<file path="src/pwt_consts.vh">
// constants for the pwm timer compare/capture channel
`ifndef PWT_CONSTS_VH
`define PWT_CONSTS_VH
// register offsets (byte addresses are index * 4)
`define PWT_IDX_COUNTER 16'h5462
`define PWT_IDX_CCCTL 16'h5464
`define PWT_IDX_VAL_A 16'h5466
`define PWT_IDX_VAL_B 16'h5468
`define PWT_IDX_IEN 16'h546a
`define PWT_IDX_IFLG 16'h546c
`define PWT_IDX_CLKCTL 16'h506b
// control register fields
`define PWT_B_EDGE_HI 15
`define PWT_B_EDGE_LO 14
`define PWT_B_OMD_HI 13
`define PWT_B_OMD_LO 12
`define PWT_B_INV 9
`define PWT_B_CAPMD 8
`define PWT_A_EDGE_HI 7
`define PWT_A_EDGE_LO 6
`define PWT_A_OMD_HI 5
`define PWT_A_OMD_LO 4
`define PWT_A_INV 1
`define PWT_A_CAPMD 0
`define PWT_CCCTL_MASK 16'hf3f3
// interrupt bits
`define PWT_IRQ_W 6
`define PWT_IRQ_MASK 16'h003f
`define PWT_F_CMPA 0
`define PWT_F_CMPB 1
`define PWT_F_CAPA 2
`define PWT_F_CAPB 3
`define PWT_F_OVRA 4
`define PWT_F_OVRB 5
// edge codes
`define PWT_EDGE_NONE 2'h0
`define PWT_EDGE_RISE 2'h1
`define PWT_EDGE_FALL 2'h2
`define PWT_EDGE_BOTH 2'h3
// output modes
`define PWT_OMD_OFF 2'h0
`define PWT_OMD_SETRST 2'h1
`define PWT_OMD_TGLA 2'h2
`define PWT_OMD_TGLB 2'h3
// divider
`define PWT_DIV_HI 7
`define PWT_DIV_LO 4
`define PWT_CNT_EN 0
`define PWT_PRESC_W 15
`define PWT_ZERO16 16'h0000
`define PWT_ZERO32 32'h0000_0000
`define PWT_CLKCTL_RST 8'h00
`define PWT_CLKCTL_RD_MASK 8'hf1
`define PWT_CNT_MAX 16'hffff
`endif

</file>
<file path="src/pwt_channel.v">
// compare/capture channel 3 of a 16-bit pwm timer with wishbone registers
`timescale 1ns/1ns
module pwt_channel (
    // clock, reset, enable
    input wire clk_i,
    input wire rst_i,
    input wire ce_i,
    // wishbone slave
    input wire cyc_i,
    input wire stb_i,
    input wire we_i,
    input wire [17:0] adr_i,
    input wire [3:0] sel_i,
    input wire [31:0] dat_i,
    output reg [31:0] dat_o,
    output reg ack_o,
    output wire err_o,
    // source tick and capture pins
    input wire src_tick_i,
    input wire cap_a_pin_i,
    input wire cap_b_pin_i,
    // timer outputs and interrupt
    output reg timer_output_a_o,
    output reg timer_output_b_o,
    output wire irq_o
);
`include "pwt_consts.vh"

    ////////////////////////////////////////////////////////////////////////////
    // registers
    reg [15:0] ccctl_r;
    reg [15:0] val_a_r;
    reg [15:0] val_b_r;
    reg [15:0] cnt_r;
    reg [`PWT_IRQ_W-1:0] ien_r;
    reg [`PWT_IRQ_W-1:0] iflg_r;
    reg [7:0] clkctl_r;
    reg [`PWT_PRESC_W-1:0] presc_r;
    reg cap_a_full_r;
    reg cap_b_full_r;
    reg out_a_r;
    reg out_b_r;

    function sel_hit;
        input [17:0] adr;
        input [15:0] idx;
        begin
            sel_hit = (adr == {idx, 2'b00});
        end
    endfunction

    function [15:0] lanes16;
        input [15:0] old;
        input [15:0] wd;
        input [1:0] be;
        begin
            lanes16 = {be[1] ? wd[15:8] : old[15:8], be[0] ? wd[7:0] : old[7:0]};
        end
    endfunction

    function [15:0] tick_mask;
        input [3:0] code;
        begin
            tick_mask = (16'h0001 << code) - 16'h0001;
        end
    endfunction

    ////////////////////////////////////////////////////////////////////////////
    // bus decode
    wire req = cyc_i & stb_i & ~ack_o;
    wire hit_cnt = sel_hit(adr_i, `PWT_IDX_COUNTER);
    wire hit_ctl = sel_hit(adr_i, `PWT_IDX_CCCTL);
    wire hit_a = sel_hit(adr_i, `PWT_IDX_VAL_A);
    wire hit_b = sel_hit(adr_i, `PWT_IDX_VAL_B);
    wire hit_ien = sel_hit(adr_i, `PWT_IDX_IEN);
    wire hit_flg = sel_hit(adr_i, `PWT_IDX_IFLG);
    wire hit_clk = sel_hit(adr_i, `PWT_IDX_CLKCTL);
    wire hit_any = hit_cnt | hit_ctl | hit_a | hit_b | hit_ien | hit_flg | hit_clk;
    wire wr = req & we_i & ce_i;
    wire rd = req & ~we_i & ce_i;
    assign err_o = 1'b0;

    ////////////////////////////////////////////////////////////////////////////
    // count clock prescaler and counter
    wire cnt_en = clkctl_r[`PWT_CNT_EN];
    wire [3:0] div_code = clkctl_r[`PWT_DIV_HI:`PWT_DIV_LO];
    wire [15:0] pmask = tick_mask(div_code);
    wire cnt_tick = cnt_en & src_tick_i & ce_i &
        (({1'b0, presc_r} & pmask) == pmask);

    wire a_cap_mode = ccctl_r[`PWT_A_CAPMD];
    wire b_cap_mode = ccctl_r[`PWT_B_CAPMD];
    wire cmp_a = cnt_tick & ~a_cap_mode & (cnt_r == val_a_r);
    wire cmp_b = cnt_tick & ~b_cap_mode & (cnt_r == val_b_r);

    ////////////////////////////////////////////////////////////////////////////
    // capture edge detectors
    wire trig_a;
    wire trig_b;
    pwt_edge_det u_edge_a (
        .clk_i(clk_i),
        .rst_i(rst_i),
        .ce_i(ce_i),
        .pin_i(cap_a_pin_i),
        .sel_i(ccctl_r[`PWT_A_EDGE_HI:`PWT_A_EDGE_LO]),
        .trig_o(trig_a)
    );
    pwt_edge_det u_edge_b (
        .clk_i(clk_i),
        .rst_i(rst_i),
        .ce_i(ce_i),
        .pin_i(cap_b_pin_i),
        .sel_i(ccctl_r[`PWT_B_EDGE_HI:`PWT_B_EDGE_LO]),
        .trig_o(trig_b)
    );
    wire cap_a = trig_a & a_cap_mode;
    wire cap_b = trig_b & b_cap_mode;
    wire rd_a = rd & hit_a;
    wire rd_b = rd & hit_b;

    ////////////////////////////////////////////////////////////////////////////
    // interrupt events and flags
    wire [`PWT_IRQ_W-1:0] ev;
    assign ev[`PWT_F_CMPA] = cmp_a;
    assign ev[`PWT_F_CMPB] = cmp_b;
    assign ev[`PWT_F_CAPA] = cap_a;
    assign ev[`PWT_F_CAPB] = cap_b;
    assign ev[`PWT_F_OVRA] = cap_a & cap_a_full_r & ~rd_a;
    assign ev[`PWT_F_OVRB] = cap_b & cap_b_full_r & ~rd_b;
    wire [`PWT_IRQ_W-1:0] clr = (wr & hit_flg & sel_i[0]) ?
        dat_i[`PWT_IRQ_W-1:0] : {`PWT_IRQ_W{1'b0}};
    wire [`PWT_IRQ_W-1:0] iflg_nxt = (iflg_r & ~clr) | ev;
    assign irq_o = |(iflg_r & ien_r);

    ////////////////////////////////////////////////////////////////////////////
    // timer outputs
    wire [1:0] omd_a = ccctl_r[`PWT_A_OMD_HI:`PWT_A_OMD_LO];
    wire [1:0] omd_b = ccctl_r[`PWT_B_OMD_HI:`PWT_B_OMD_LO];

    function out_step;
        input [1:0] md;
        input cur;
        input ca;
        input cb;
        begin
            case (md)
                `PWT_OMD_OFF: out_step = 1'b0;
                `PWT_OMD_SETRST: out_step = ca ? 1'b1 : (cb ? 1'b0 : cur);
                `PWT_OMD_TGLA: out_step = ca ? ~cur : cur;
                `PWT_OMD_TGLB: out_step = cb ? ~cur : cur;
                default: out_step = 1'b0;
            endcase
        end
    endfunction

    wire out_a_nxt = out_step(omd_a, out_a_r, cmp_a, cmp_b);
    wire out_b_nxt = out_step(omd_b, out_b_r, cmp_a, cmp_b);

    ////////////////////////////////////////////////////////////////////////////
    // read data select
    reg [31:0] rd_word;
    always @* begin
        rd_word = `PWT_ZERO32;
        if (hit_cnt) begin
            rd_word = {`PWT_ZERO16, cnt_r};
        end
        if (hit_ctl) begin
            rd_word = {`PWT_ZERO16, ccctl_r};
        end
        if (hit_a) begin
            rd_word = {`PWT_ZERO16, val_a_r};
        end
        if (hit_b) begin
            rd_word = {`PWT_ZERO16, val_b_r};
        end
        if (hit_ien) begin
            rd_word = {{(32-`PWT_IRQ_W){1'b0}}, ien_r};
        end
        if (hit_flg) begin
            rd_word = {{(32-`PWT_IRQ_W){1'b0}}, iflg_r};
        end
        if (hit_clk) begin
            rd_word = {24'h00_0000, clkctl_r & `PWT_CLKCTL_RD_MASK};
        end
        if (~hit_any) begin
            rd_word = `PWT_ZERO32;
        end
    end

    ////////////////////////////////////////////////////////////////////////////
    // bus answer, one wait-free cycle
    always @(posedge clk_i) begin
        if (rst_i) begin
            ack_o <= 1'b0;
            dat_o <= `PWT_ZERO32;
        end else if (ce_i) begin
            ack_o <= req;
            if (rd) begin
                dat_o <= rd_word;
            end
        end
    end

    ////////////////////////////////////////////////////////////////////////////
    // count clock control, prescaler and counter
    always @(posedge clk_i) begin
        if (rst_i) begin
            clkctl_r <= `PWT_CLKCTL_RST;
            presc_r <= {`PWT_PRESC_W{1'b0}};
            cnt_r <= `PWT_ZERO16;
        end else if (ce_i) begin
            if (cnt_en & src_tick_i) begin
                presc_r <= presc_r + {{(`PWT_PRESC_W-1){1'b0}}, 1'b1};
            end
            if (cnt_tick) begin
                cnt_r <= (cnt_r == `PWT_CNT_MAX) ? `PWT_ZERO16 : cnt_r + 16'h0001;
            end
            if (wr & hit_clk & sel_i[0]) begin
                clkctl_r <= dat_i[7:0];
                presc_r <= {`PWT_PRESC_W{1'b0}};
            end
        end
    end

    ////////////////////////////////////////////////////////////////////////////
    // control and enable registers
    always @(posedge clk_i) begin
        if (rst_i) begin
            ccctl_r <= `PWT_ZERO16;
            ien_r <= {`PWT_IRQ_W{1'b0}};
        end else if (ce_i) begin
            if (wr & hit_ctl) begin
                ccctl_r <= lanes16(ccctl_r, dat_i[15:0], sel_i[1:0]) & `PWT_CCCTL_MASK;
            end
            if (wr & hit_ien & sel_i[0]) begin
                ien_r <= dat_i[`PWT_IRQ_W-1:0];
            end
        end
    end

    ////////////////////////////////////////////////////////////////////////////
    // value registers, a capture wins over a bus write in the same cycle
    always @(posedge clk_i) begin
        if (rst_i) begin
            val_a_r <= `PWT_ZERO16;
            cap_a_full_r <= 1'b0;
        end else if (ce_i) begin
            if (cap_a) begin
                val_a_r <= cnt_r;
                cap_a_full_r <= 1'b1;
            end else begin
                if (wr & hit_a) begin
                    val_a_r <= lanes16(val_a_r, dat_i[15:0], sel_i[1:0]);
                end
                if (rd_a) begin
                    cap_a_full_r <= 1'b0;
                end
            end
        end
    end
    always @(posedge clk_i) begin
        if (rst_i) begin
            val_b_r <= `PWT_ZERO16;
            cap_b_full_r <= 1'b0;
        end else if (ce_i) begin
            if (cap_b) begin
                val_b_r <= cnt_r;
                cap_b_full_r <= 1'b1;
            end else begin
                if (wr & hit_b) begin
                    val_b_r <= lanes16(val_b_r, dat_i[15:0], sel_i[1:0]);
                end
                if (rd_b) begin
                    cap_b_full_r <= 1'b0;
                end
            end
        end
    end

    ////////////////////////////////////////////////////////////////////////////
    // flags and timer outputs
    always @(posedge clk_i) begin
        if (rst_i) begin
            iflg_r <= {`PWT_IRQ_W{1'b0}};
            out_a_r <= 1'b0;
            out_b_r <= 1'b0;
            timer_output_a_o <= 1'b0;
            timer_output_b_o <= 1'b0;
        end else if (ce_i) begin
            iflg_r <= iflg_nxt;
            out_a_r <= out_a_nxt;
            out_b_r <= out_b_nxt;
            timer_output_a_o <= out_a_nxt ^ ccctl_r[`PWT_A_INV];
            timer_output_b_o <= out_b_nxt ^ ccctl_r[`PWT_B_INV];
        end
    end
endmodule // pwt_channel

</file>
<file path="src/pwt_edge_det.v">
// two-stage synchroniser with edge select for one capture pin
`timescale 1ns/1ns
module pwt_edge_det (
    // clock and reset
    input wire clk_i,
    input wire rst_i,
    input wire ce_i,
    // pin and select
    input wire pin_i,
    input wire [1:0] sel_i,
    // capture strobe
    output wire trig_o
);
`include "pwt_consts.vh"
    reg s1_r;
    reg s2_r;
    reg s3_r;
    always @(posedge clk_i) begin
        if (rst_i) begin
            s1_r <= 1'b0;
            s2_r <= 1'b0;
            s3_r <= 1'b0;
        end else if (ce_i) begin
            s1_r <= pin_i;
            s2_r <= s1_r;
            s3_r <= s2_r;
        end
    end
    wire rise = s2_r & ~s3_r;
    wire fall = ~s2_r & s3_r;
    assign trig_o = ce_i & (((sel_i == `PWT_EDGE_RISE) & rise) |
        ((sel_i == `PWT_EDGE_FALL) & fall) | ((sel_i == `PWT_EDGE_BOTH) & (rise | fall)));
endmodule // pwt_edge_det

</file>
<file path="config.mk">
export PLATFORM = sky130hd
export DESIGN_NAME = pwt_channel
export DESIGN_NICKNAME = d
export VERILOG_FILES = /design/src/pwt_channel.v /design/src/pwt_edge_det.v
export VERILOG_INCLUDE_DIRS = /design/src
export SDC_FILE = /design/constraint.sdc
export NUM_CORES = 1
export LEC_CHECK = 0
export BUFFER_PORTS_ARGS = -buffer_cell sky130_fd_sc_hd__clkbuf_2
export CAP_MARGIN = 10
export CORE_MARGIN = 2
export CORE_UTILIZATION = 52
export CTS_CLUSTER_SIZE = 28
export DETAILED_ROUTE_END_ITERATION = 7
export GPL_ROUTABILITY_DRIVEN = 0
export PLACE_DENSITY = 0.77
export SYNTH_ARGS = -nofsm -noshare
export SYNTH_HDL_FRONTEND = slang
export SYNTH_SLANG_ARGS = --single-unit
</file>
<file path="constraint.sdc">
create_clock -name clk_i -period 3.1 [get_ports clk_i]
set_input_delay 0.465 -clock clk_i [delete_from_list [all_inputs] [get_ports clk_i]]
set_output_delay 0.465 -clock clk_i [all_outputs]
set_load 0.02 [all_outputs]
</file>
==> reports/qor.yml, run 1 <==
outcome: "completed"
setup_viol: 0
clk_latency_ns: 0.42
netlist_instances: 799
min_period_over_period_pct: 92.57
ys_ff_latch: 121
leakagePower_nw: 3.010
end_kind: "flip-flop"
fin_cells: 1043
antenna_found_initial: 0
final_nets: 930
rsz0062_at_grt: "false"
clock_skew_ns: 0.01190
grtUsageTotal_pct: 26.37
numPortBuffers: 64
insertedDiodeCount: 0
async_flop_share_pct: 0
rows: 41
initial_core_util_pct: 53.26
maxCapViolCount: 0
synth.distinct_cells: 68
setup_tns_ns: 0
post_cts_buffers: 0
dp_cells: 1011
netlist_area_sq_um: 6749
cts_resized: 0
synth-seq-area-share_pct: 35.89
ys_warn_count: 0
die_area_sq_um: 13910
ant_nets: 0
dp_hpwl_microns: 12550
drtIter0Drc: 554
grt_pass1_wl_microns: 29330
crit_slowest_cell: "dfxtp_1"
synth-main-ff-cell: "dfxtp_1"
coreArea_sq_um: 12670
synth.avg_cell_area_sq_um: 8.447
crit_fanout: 8
die_w_microns: 117.9
clock.fmax_mhz: 348.5
dr_total_vias: 6057
overflow: 0
fin_crit_ns: 2.870
clk_path_buf_depth: 2
slew_viol_final: 0
power.density_nw_per_um2: 479.1
critPathBufInv: 0
cp_top_family: "simple AND/OR/NAND/NOR gates"
first_global_vias: 5747
area_growth_pct: 16.65
cts_made_buffers: 17
whs_ns: 0.2812
crit_type: "reg -> reg"
route.detailed.drc: 0
cts_sinks: 121
htree_levels: 4
synth_edf_count: 0
hold_buffers: 0
via_per_inst: 5.807
drt-wirelength-per-cell_microns: 17.04
worstPathCellList: "nor2_1 -> nand2_1 -> ha_2 -> or3_1 -> a211o_1 -> o2111ai_1 -> nor4_2 -> nand3_1 -> ha_1 -> a21oi_1 -> nand2_1 -> and4_1 -> a211o_1"
ios: 100
finalHoldViolCount: 0
finalWirelength_microns: 17770
hold_class: "in -> reg"
critPathRequiredTime_ns: 3.41
critPathArrivalTime_ns: 3.18
clockRootBuffer: "clkbuf_16"
clk_pin_slew_worst_paths_ns: 0.06
crit_path_start_kind: "flip-flop"
tightest_slew_ns: 0.5682
slew_headroom_pct: 62.08
ir_drop_v: 0.0003526
slowest_delay_ns: 0.41
first_pass_iters: 6
cts_tree: "done"
grt_max_degree: 93
drive_gt1_share_pct: 17.34
die_height_microns: 117.9
==> through the flow <==
step	power [mW]	instance area (sq um)	worst slack (ns)	utilization, %
detailed placement	1.767	7261	0.1663	57.30
global route	3.876	7873	0.007846	62.13
floorplan	1.710	6809	0.09783	-
CTS	3.784	7870	0.1650	62.11
finish	3.772	7873	0.2304	62.13
global placement	1.764	7261	0.2226	57.30
==> state kept, by name (all words and copies together), names as in the netlist, 5 cells and up <==
| register | count |
|---|---|
| ccctl_r | 12 |
| clkctl_r | 5 |
| cnt_r | 16 |
| dat_o | 16 |
| ien_r | 6 |
| iflg_r | 6 |
| presc_r | 15 |
| val_a_r | 16 |
| val_b_r | 16 |
==> metal layers <==
metal	global-route usage, %	vias up	wire (microns)
met5	0	-	0
met4	11.22	0	543
met3	5.959	48	1270
met2	41.97	249	8017
met1	34.36	2835	7938
li1	-	2925	-
==> final timing paths <==
kind / startpoint / end / slack [ns] / cells after the start
setup / recovery: clkctl_r[4] / timer_output_a_o / 0.23 / 13
hold / removal: cap_b_pin_i / u_edge_b.s1_r / 0.28 / 3
setup reg to reg: clkctl_r[4] / timer_output_a_o / 0.23 / 13
hold reg to reg: dat_o[6] / dat_o[6] / 0.45 / 2
==> cell usage in the layout (no fill, tap or decap), types with 8 or more instances in the layout <==
| master | count |
|---|---|
| o21ai_0 | 33 |
| xor2_1 | 29 |
| nor2b_1 | 9 |
| nand4_1 | 10 |
| buf_4 | 31 |
| clkbuf_16 | 17 |
| nand2_1 | 60 |
| conb_1 | 17 |
| nand3_1 | 20 |
| nor3_1 | 17 |
| clkbuf_2 | 63 |
| mux2i_1 | 70 |
| ha_1 | 8 |
| and3_1 | 12 |
| a21oi_1 | 24 |
| xnor2_1 | 30 |
| a221oi_1 | 9 |
| a211oi_1 | 35 |
| dfxtp_1 | 121 |
| inv_1 | 14 |
| nor2_1 | 122 |
==> cell families (layout without fill, tap and decap cells) <==
group / count (synthesis) / after routing / synth area share (%)
AO/OA/AOI/OAI: 153 / 153 / 15.98
XOR/XNOR: 59 / 59 / 7.657
adder cells (fa/ha/maj): 9 / 9 / 1.669
buffers and inverters: 87 / 143 / 5.988
flip-flops: 121 / 121 / 35.89
multiplexers: 71 / 71 / 10.55
other: 1 / 17 / 0.05556
AND/OR/NAND/NOR: 298 / 298 / 22.21
==> synthesized netlist by cell type, types with 10 or more instances <==
cell,count,share of area [%]
buf_2,11,0.82
xor2_1,29,3.8
dfxtp_1,121,36
nor3_1,18,1.3
and3_1,12,1.1
a21oi_1,24,1.8
mux2i_1,70,10
nand2_1,60,3.3
xnor2_1,30,3.9
clkbuf_1,36,2.0
o21ai_0,33,2.4
nand3_1,20,1.5
nand4_1,10,0.93
a211oi_1,35,3.9
buf_4,17,1.9
nor2_1,122,6.8
inv_1,14,0.78
==> power by group <==
part / internal, mW / switching [mW] / leakage [nW] / total, mW
Sequential: 1.56 / 0.00401 / 0.975 / 1.57
Clock: 1.35 / 0.691 / 0.301 / 2.04
Combinational: 0.0538 / 0.114 / 1.73 / 0.168
==> layout make-up <==
| class | instances | area, sq um |
|---|---|---|
| Multi-Input combinational cell | 607 | 3996 |
| Tap cell | 172 | 215.2 |
| Clock inverter | 7 | 113.9 |
| Sequential cell | 121 | 2422 |
| Inverter | 15 | 56.30 |
| Timing Repair Buffer | 96 | 573.1 |
| Clock buffer | 25 | 495.5 |
| Fill cell | 1086 | 4798 |
==> worst register-to-register path, stage by stage (launching register included) <==
cell,delay (ns)
dfxtp_1,0.41
nor2_1,0.07
nand2_1,0.06
ha_2,0.26
or3_1,0.14
a211o_1,0.12
o2111ai_1,0.15
nor4_2,0.39
nand3_1,0.22
ha_1,0.24
a21oi_1,0.14
nand2_1,0.10
and4_1,0.20
a211o_1,0.25
Power figures use the tool's default switching activity.
==> run 2: changes to the inputs <==
Settings changed: ABC_AREA set to 1, PLACE_DENSITY 0.77 to 0.76.
==> reports/qor.yml, run 2 <==
outcome: "completed"
crit_slowest_cell: "dfxtp_1"
setup_tns_ns: 0
coreArea_sq_um: 13190
crit_type: "reg -> reg"
finalHoldViolCount: 0
slew_headroom_pct: 55.88
switching_power_mw: 0.8513
timing.final.ws_setup_ns: 0.2931
leakagePower_nw: 3.352
use_met2_pct: 47.59
rows: 42
gr-usage-met3_pct: 6.131
synth_top_area_share_pct: 34.65
synth-adder-area-share_pct: 1.611
synth_top_family_by_area: "simple AND/OR/NAND/NOR gates"
cts_tree: "done"
die_w_microns: 119.9
clk_latency_ns: 0.42
critPathRequiredTime_ns: 3.42
critPathArrivalTime_ns: 3.13
clockRootBuffer: "clkbuf_16"
seq_power_share_pct: 41.2
ir_drop_v: 0.0003124
yosys-top-cells-count: "225 x nand2_1, 121 x dfxtp_1, 109 x inv_1"
dp_hpwl_microns: 15040
ios: 100
netlist_instances: 1047
area_growth_pct: 16.41
hold_buffers: 0
layout_common_cells: "225 x nand2_1, 120 x dfxtp_1, 108 x inv_1"
cp_common_cell: "nand2_1"
synthSimpleGateAreaFrac_pct: 30.02
worstPathCellList: "nor2_2 -> nand2_1 -> ha_1 -> inv_1 -> nand2_1 -> nand3_1 -> nor2_1 -> nand2_1 -> nor2_1 -> nand3_1 -> nor2_4 -> nand2_2 -> inv_2 -> nand3_2 -> ha_1 -> a21oi_1 -> nand2_1 -> nand3_1 -> nand2_1 -> nor2_1 -> nor2_1"
crit_fanout: 4
numPortBuffers: 64
synth_edf_count: 0
antenna_found_initial: 0
min_period_over_period_pct: 90.55
grt_pass1_wl_microns: 33490
ys_ff_latch: 121
insertedDiodeCount: 0
fin_cells: 1305
fin_crit_ns: 2.807
die_area_sq_um: 14390
synth_compound_area_share_pct: 20.69
combPwrFrac_pct: 4.4
htree_levels: 4
dr_total_vias: 7421
cts_sinks: 121
drt-wirelength-per-cell_microns: 15.99
power.density_nw_per_um2: 468.2
synth.area.top_cells: "dfxtp_1 35%, nand2_1 12%, o21ai_0 6.3%"
ys_warn_count: 0
drtIter0Drc: 984
synth_mux_area_share_pct: 0
clock.fmax_mhz: 356.3
drive_gt1_share_pct: 15.41
slew_viol_final: 0
ant_nets: 0
final_nets: 1188
synth.distinct_cells: 42
fill_cells: 1279
finalWirelength_microns: 20870
grtUsageTotal_pct: 29.48
synth.avg_cell_area_sq_um: 6.677
p_clk_share_pct: 54.4
synth_most_common_cell: "nand2_1"
grt_max_degree: 43
final_common_cell: "nand2_1"
hold_class: "in -> reg"
pre_cts_ws_ns: 0.1982
tightest_slew_ns: 0.6568
synth_top_cell_by_area: "dfxtp_1"
overflow: 0
first_global_vias: 6702
dp_cells: 1271
met1_usage_pct: 38.21
synth-seq-area-share_pct: 34.65
cts_made_buffers: 17
synth-main-ff-cell: "dfxtp_1"
setup_viol: 0
power.total_mw: 3.810
maxCapViolCount: 0
p_int_mw: 2.959
clock_skew_ns: 0.009824
slowest_delay_ns: 0.35
netlist_area_sq_um: 6990
first_pass_iters: 7
rsz0062_at_grt: "false"
crit_path_start_kind: "flip-flop"
end_kind: "flip-flop"
route.detailed.drc: 0
via_per_inst: 5.687
busiest_layer: "met2"
clk_pin_slew_worst_paths_ns: 0.06
async_flop_share_pct: 0
die_height_microns: 119.9
initial_core_util_pct: 53.00
clk_path_buf_depth: 2
synth_xor_area_share_pct: 1.503
sw_frac_of_total_pct: 22.34
## run 2: changes by cell type after synthesis, sizes merged, moves of 31 or more
| cell | change |
|---|---|
| mux2i | -70 |
| nand3 | +35 |
| a21oi | +51 |
| nand2 | +169 |
| o21ai | +59 |
| a31oi | +31 |
| inv | +103 |
## run 2: through the flow
step           hold WS, ns  instance area, sq um  utilization [%]
3_5_place_dp        0.4545                  7492            56.80
4_1_cts             0.2740                  8117            61.53
6_report            0.2817                  8138            61.70
2_1_floorplan       0.4574                  7051                -
5_1_grt             0.2945                  8138            61.70
3_3_place_gp        0.4515                  7492            56.80
## run 2: cell type report
| cell class | count | area (sq um) | area share, % |
|---|---|---|---|
| multi-input cells | 755 | 3831 | 47.08 |
| flip-flops and latches | 121 | 2424 | 29.78 |
| repair buffers | 98 | 575.6 | 7.073 |
| clock buffers | 21 | 480.5 | 5.904 |
| inverters | 123 | 462.9 | 5.689 |
| well taps | 176 | 220.2 | 2.706 |
| clock inverters | 11 | 143.9 | 1.768 |
## run 2: path summary, 6_finish.rpt
kind | end | startpoint | slack [ns] | depth (start not counted)
max reg2reg | timer_output_a_o | clkctl_r[5] | 0.29 | 21
max | timer_output_a_o | clkctl_r[5] | 0.29 | 21
min | u_edge_a.s1_r | cap_a_pin_i | 0.28 | 3
min reg2reg | dat_o[6] | dat_o[6] | 0.46 | 2
## run 2: cells by family after synthesis
kind of cell	count (synthesis)
compound gates	253
xor+xnor	12
fa+ha+maj	9
buf+inv	187
flops	121
other cells	1
simple gates	464
## run 2: power groups by stage
| stage | sequential [mW] | clock (mW) | combinational, mW |
|---|---|---|---|
| 2_1_floorplan | 1.60 | 0 | 0.110 |
| 3_3_place_gp | 1.60 | 0 | 0.162 |
| 3_5_place_dp | 1.60 | 0 | 0.165 |
| 4_1_cts | 1.57 | 2.08 | 0.166 |
| 5_1_grt | 1.57 | 2.17 | 0.185 |
| 6_report | 1.57 | 2.07 | 0.169 |
## run 2: repair_timing
action                                  4_1_cts  5_1_grt
setup buffers                                 0        2
endpoints found under the setup margin        0        3
gates resized for setup                       0        3
## run 2: layer usage
layer	vias to the layer above	part of all wire, %
met5	-	0
met2	357	47
met4	0	2.7
met3	55	7.8
met1	3358	42
li1	3651	-
## run 2: critical path, delay by kind of cell, from the launching register on
kind | cells | cell delay, ns
AND/OR/NAND/NOR | 16 | 1.49
adder cells (fa/ha/maj) | 2 | 0.60
flip-flops | 1 | 0.35
buffers and inverters | 2 | 0.15
AO/OA/AOI/OAI | 1 | 0.14
==> run 3: changes to the inputs <==
Settings changed: BUFFER_PORTS_ARGS -buffer_cell sky130_fd_sc_hd__clkbuf_2 to not set, CAP_MARGIN 10 to 5, CORE_UTILIZATION 52 to 55, DONT_BUFFER_PORTS set to 1, PLACE_DENSITY 0.76 to 0.73.
==> reports/qor.yml, run 3 (same netlist as run 2, synthesis figures left out) <==
dp_hpwl_microns: 15090
critPathBufInv: 2
cts_sinks: 121
numPortBuffers: 0
grt_pass1_wl_microns: 33390
hold_class: "in -> reg"
crit_cells: 21
drt-wirelength-per-cell_microns: 16.73
route.detailed.drc: 0
dp_cells: 1197
fin_crit_ns: 2.816
final_common_cell: "nand2_1"
slew_headroom_pct: 56.46
first_pass_iters: 5
finalWirelength_microns: 20540
coreArea_sq_um: 12520
r2r_cells: 21
clk_path_buf_depth: 2
maxCapViolCount: 0
overflow: 0
r2r_setup_slack_ns: 0.28
setup_tns_ns: 0
cp_top_family: "simple AND/OR/NAND/NOR gates"
die_area_sq_um: 13630
drtIter0Drc: 734
hold_buffers: 0
crit_fanout: 5
layout_common_cells: "225 x nand2_1, 120 x dfxtp_1, 108 x inv_1"
fin_cells: 1228
worstPathCellList: "nor2_4 -> nand2_1 -> ha_1 -> inv_1 -> nand2_1 -> nand3_1 -> nor2_1 -> nand2_1 -> nor2_1 -> nand3_1 -> nor2_4 -> nand2_2 -> inv_2 -> nand3_2 -> ha_1 -> a21oi_1 -> nand2_1 -> nand3_1 -> nand2_1 -> nor2_1 -> nor2_1"
min_period_over_period_pct: 90.84
die_w_microns: 116.7
cp_common_cell: "nand2_1"
first_global_vias: 6573
dr_total_vias: 7145
crit_path_start_kind: "flip-flop"
initial_core_util_pct: 55.85
tightest_slew_ns: 0.6481
clock_skew_ns: 0.008149
area_growth_pct: 9.361
setup_viol: 0
rows: 41
cts_resized: 0
post_cts_buffers: 0
ir_drop_v: 0.0003095
outcome: "completed"
grtUsageTotal_pct: 31.58
crit_path_start: "clkctl_r[4]"
leakagePower_nw: 2.998
ios: 100
antenna_found_initial: 0
critPathRequiredTime_ns: 3.41
slowest_delay_ns: 0.38
via_per_inst: 5.818
insertedDiodeCount: 0
cts_made_buffers: 17
htree_levels: 4
clk_latency_ns: 0.42
final_nets: 1116
r2r-start: "clkctl_r[4]"
critPathArrivalTime_ns: 3.13
endpoint: "timer_output_b_o"
crit_slowest_cell: "dfxtp_1"
power.density_nw_per_um2: 447.5
clock.fmax_mhz: 355.1
end_kind: "flip-flop"
drive_gt1_share_pct: 8.807
grt_max_degree: 49
whs_ns: 0.1160
power.total_mw: 3.421
clockRootBuffer: "clkbuf_16"
timing.rr.end: "timer_output_b_o"
crit_type: "reg -> reg"
fin_util_pct: 61.08
cts_tree: "done"
clk_pin_slew_worst_paths_ns: 0.05
slew_viol_final: 0
finalHoldViolCount: 0
die_height_microns: 116.7
ant_nets: 0
-- run 3: changes by cell type in the layout (fill, tap and decap cells not counted), sizes merged --
cell / change
clkbuf: -57
buf: -8
clkinvlp: -4
bufinv: -3
clkinv: -1
-- run 3: layer usage --
layer | vias to the layer above | global-route usage (%) | share of wire (%)
met3 | 48 | 9.860 | 9.5
li1 | 3499 | - | -
met1 | 3272 | 40.89 | 43
met2 | 326 | 49.52 | 45
met4 | 0 | 11.76 | 2.5
met5 | - | 0 | 0
-- run 3: where the power goes --
part / total [mW] / internal (mW) / switching (mW)
combinational: 0.102 / 0.0268 / 0.0757
sequential: 1.57 / 1.57 / 0.00793
clock: 1.75 / 1.07 / 0.671
total: 3.42 / 2.67 / 0.754
-- run 3: worst register-to-register path, delay by kind of cell, from the launching register on --
kind / cells / cell delay, ns
AOI/OAI and AO/OA: 1 / 0.14
adders and majority gates: 2 / 0.60
buffers and inverters: 2 / 0.14
DFF: 1 / 0.38
and+or+nand+nor: 16 / 1.45
-- run 3: how the worst min path moves through the flow --
| stage | startpoint | end | cells after the start |
|---|---|---|---|
| after floorplan | u_edge_a.s1_r | u_edge_a.s1_r | 2 |
| after detailed placement | cap_a_full_r | cap_a_full_r | 2 |
| after global routing | rst_i | dat_o[15] | 1 |
| after CTS | rst_i | dat_o[8] | 1 |
| final | rst_i | presc_r[13] | 1 |
| after global placement | cap_a_full_r | cap_a_full_r | 2 |
-- run 3: cell type report --
class,instances,area [sq um]
clock inverter,3,15.01
timing repair buffer,26,195.2
multi-input combinational,755,3836
sequential,121,2424
tap,172,215.2
clock buffer,28,496.7
inverter,123,462.9
fill,1209,4872
-- run 3: through the flow --
stage          setup WS, ns  instance area [sq um]
3_5_place_dp         0.1731                   7122
5_1_grt           -0.002366                   7645
2_1_floorplan        0.3832                   7051
3_3_place_gp         0.2321                   7122
6_report             0.2838                   7645
4_1_cts              0.1648                   7634
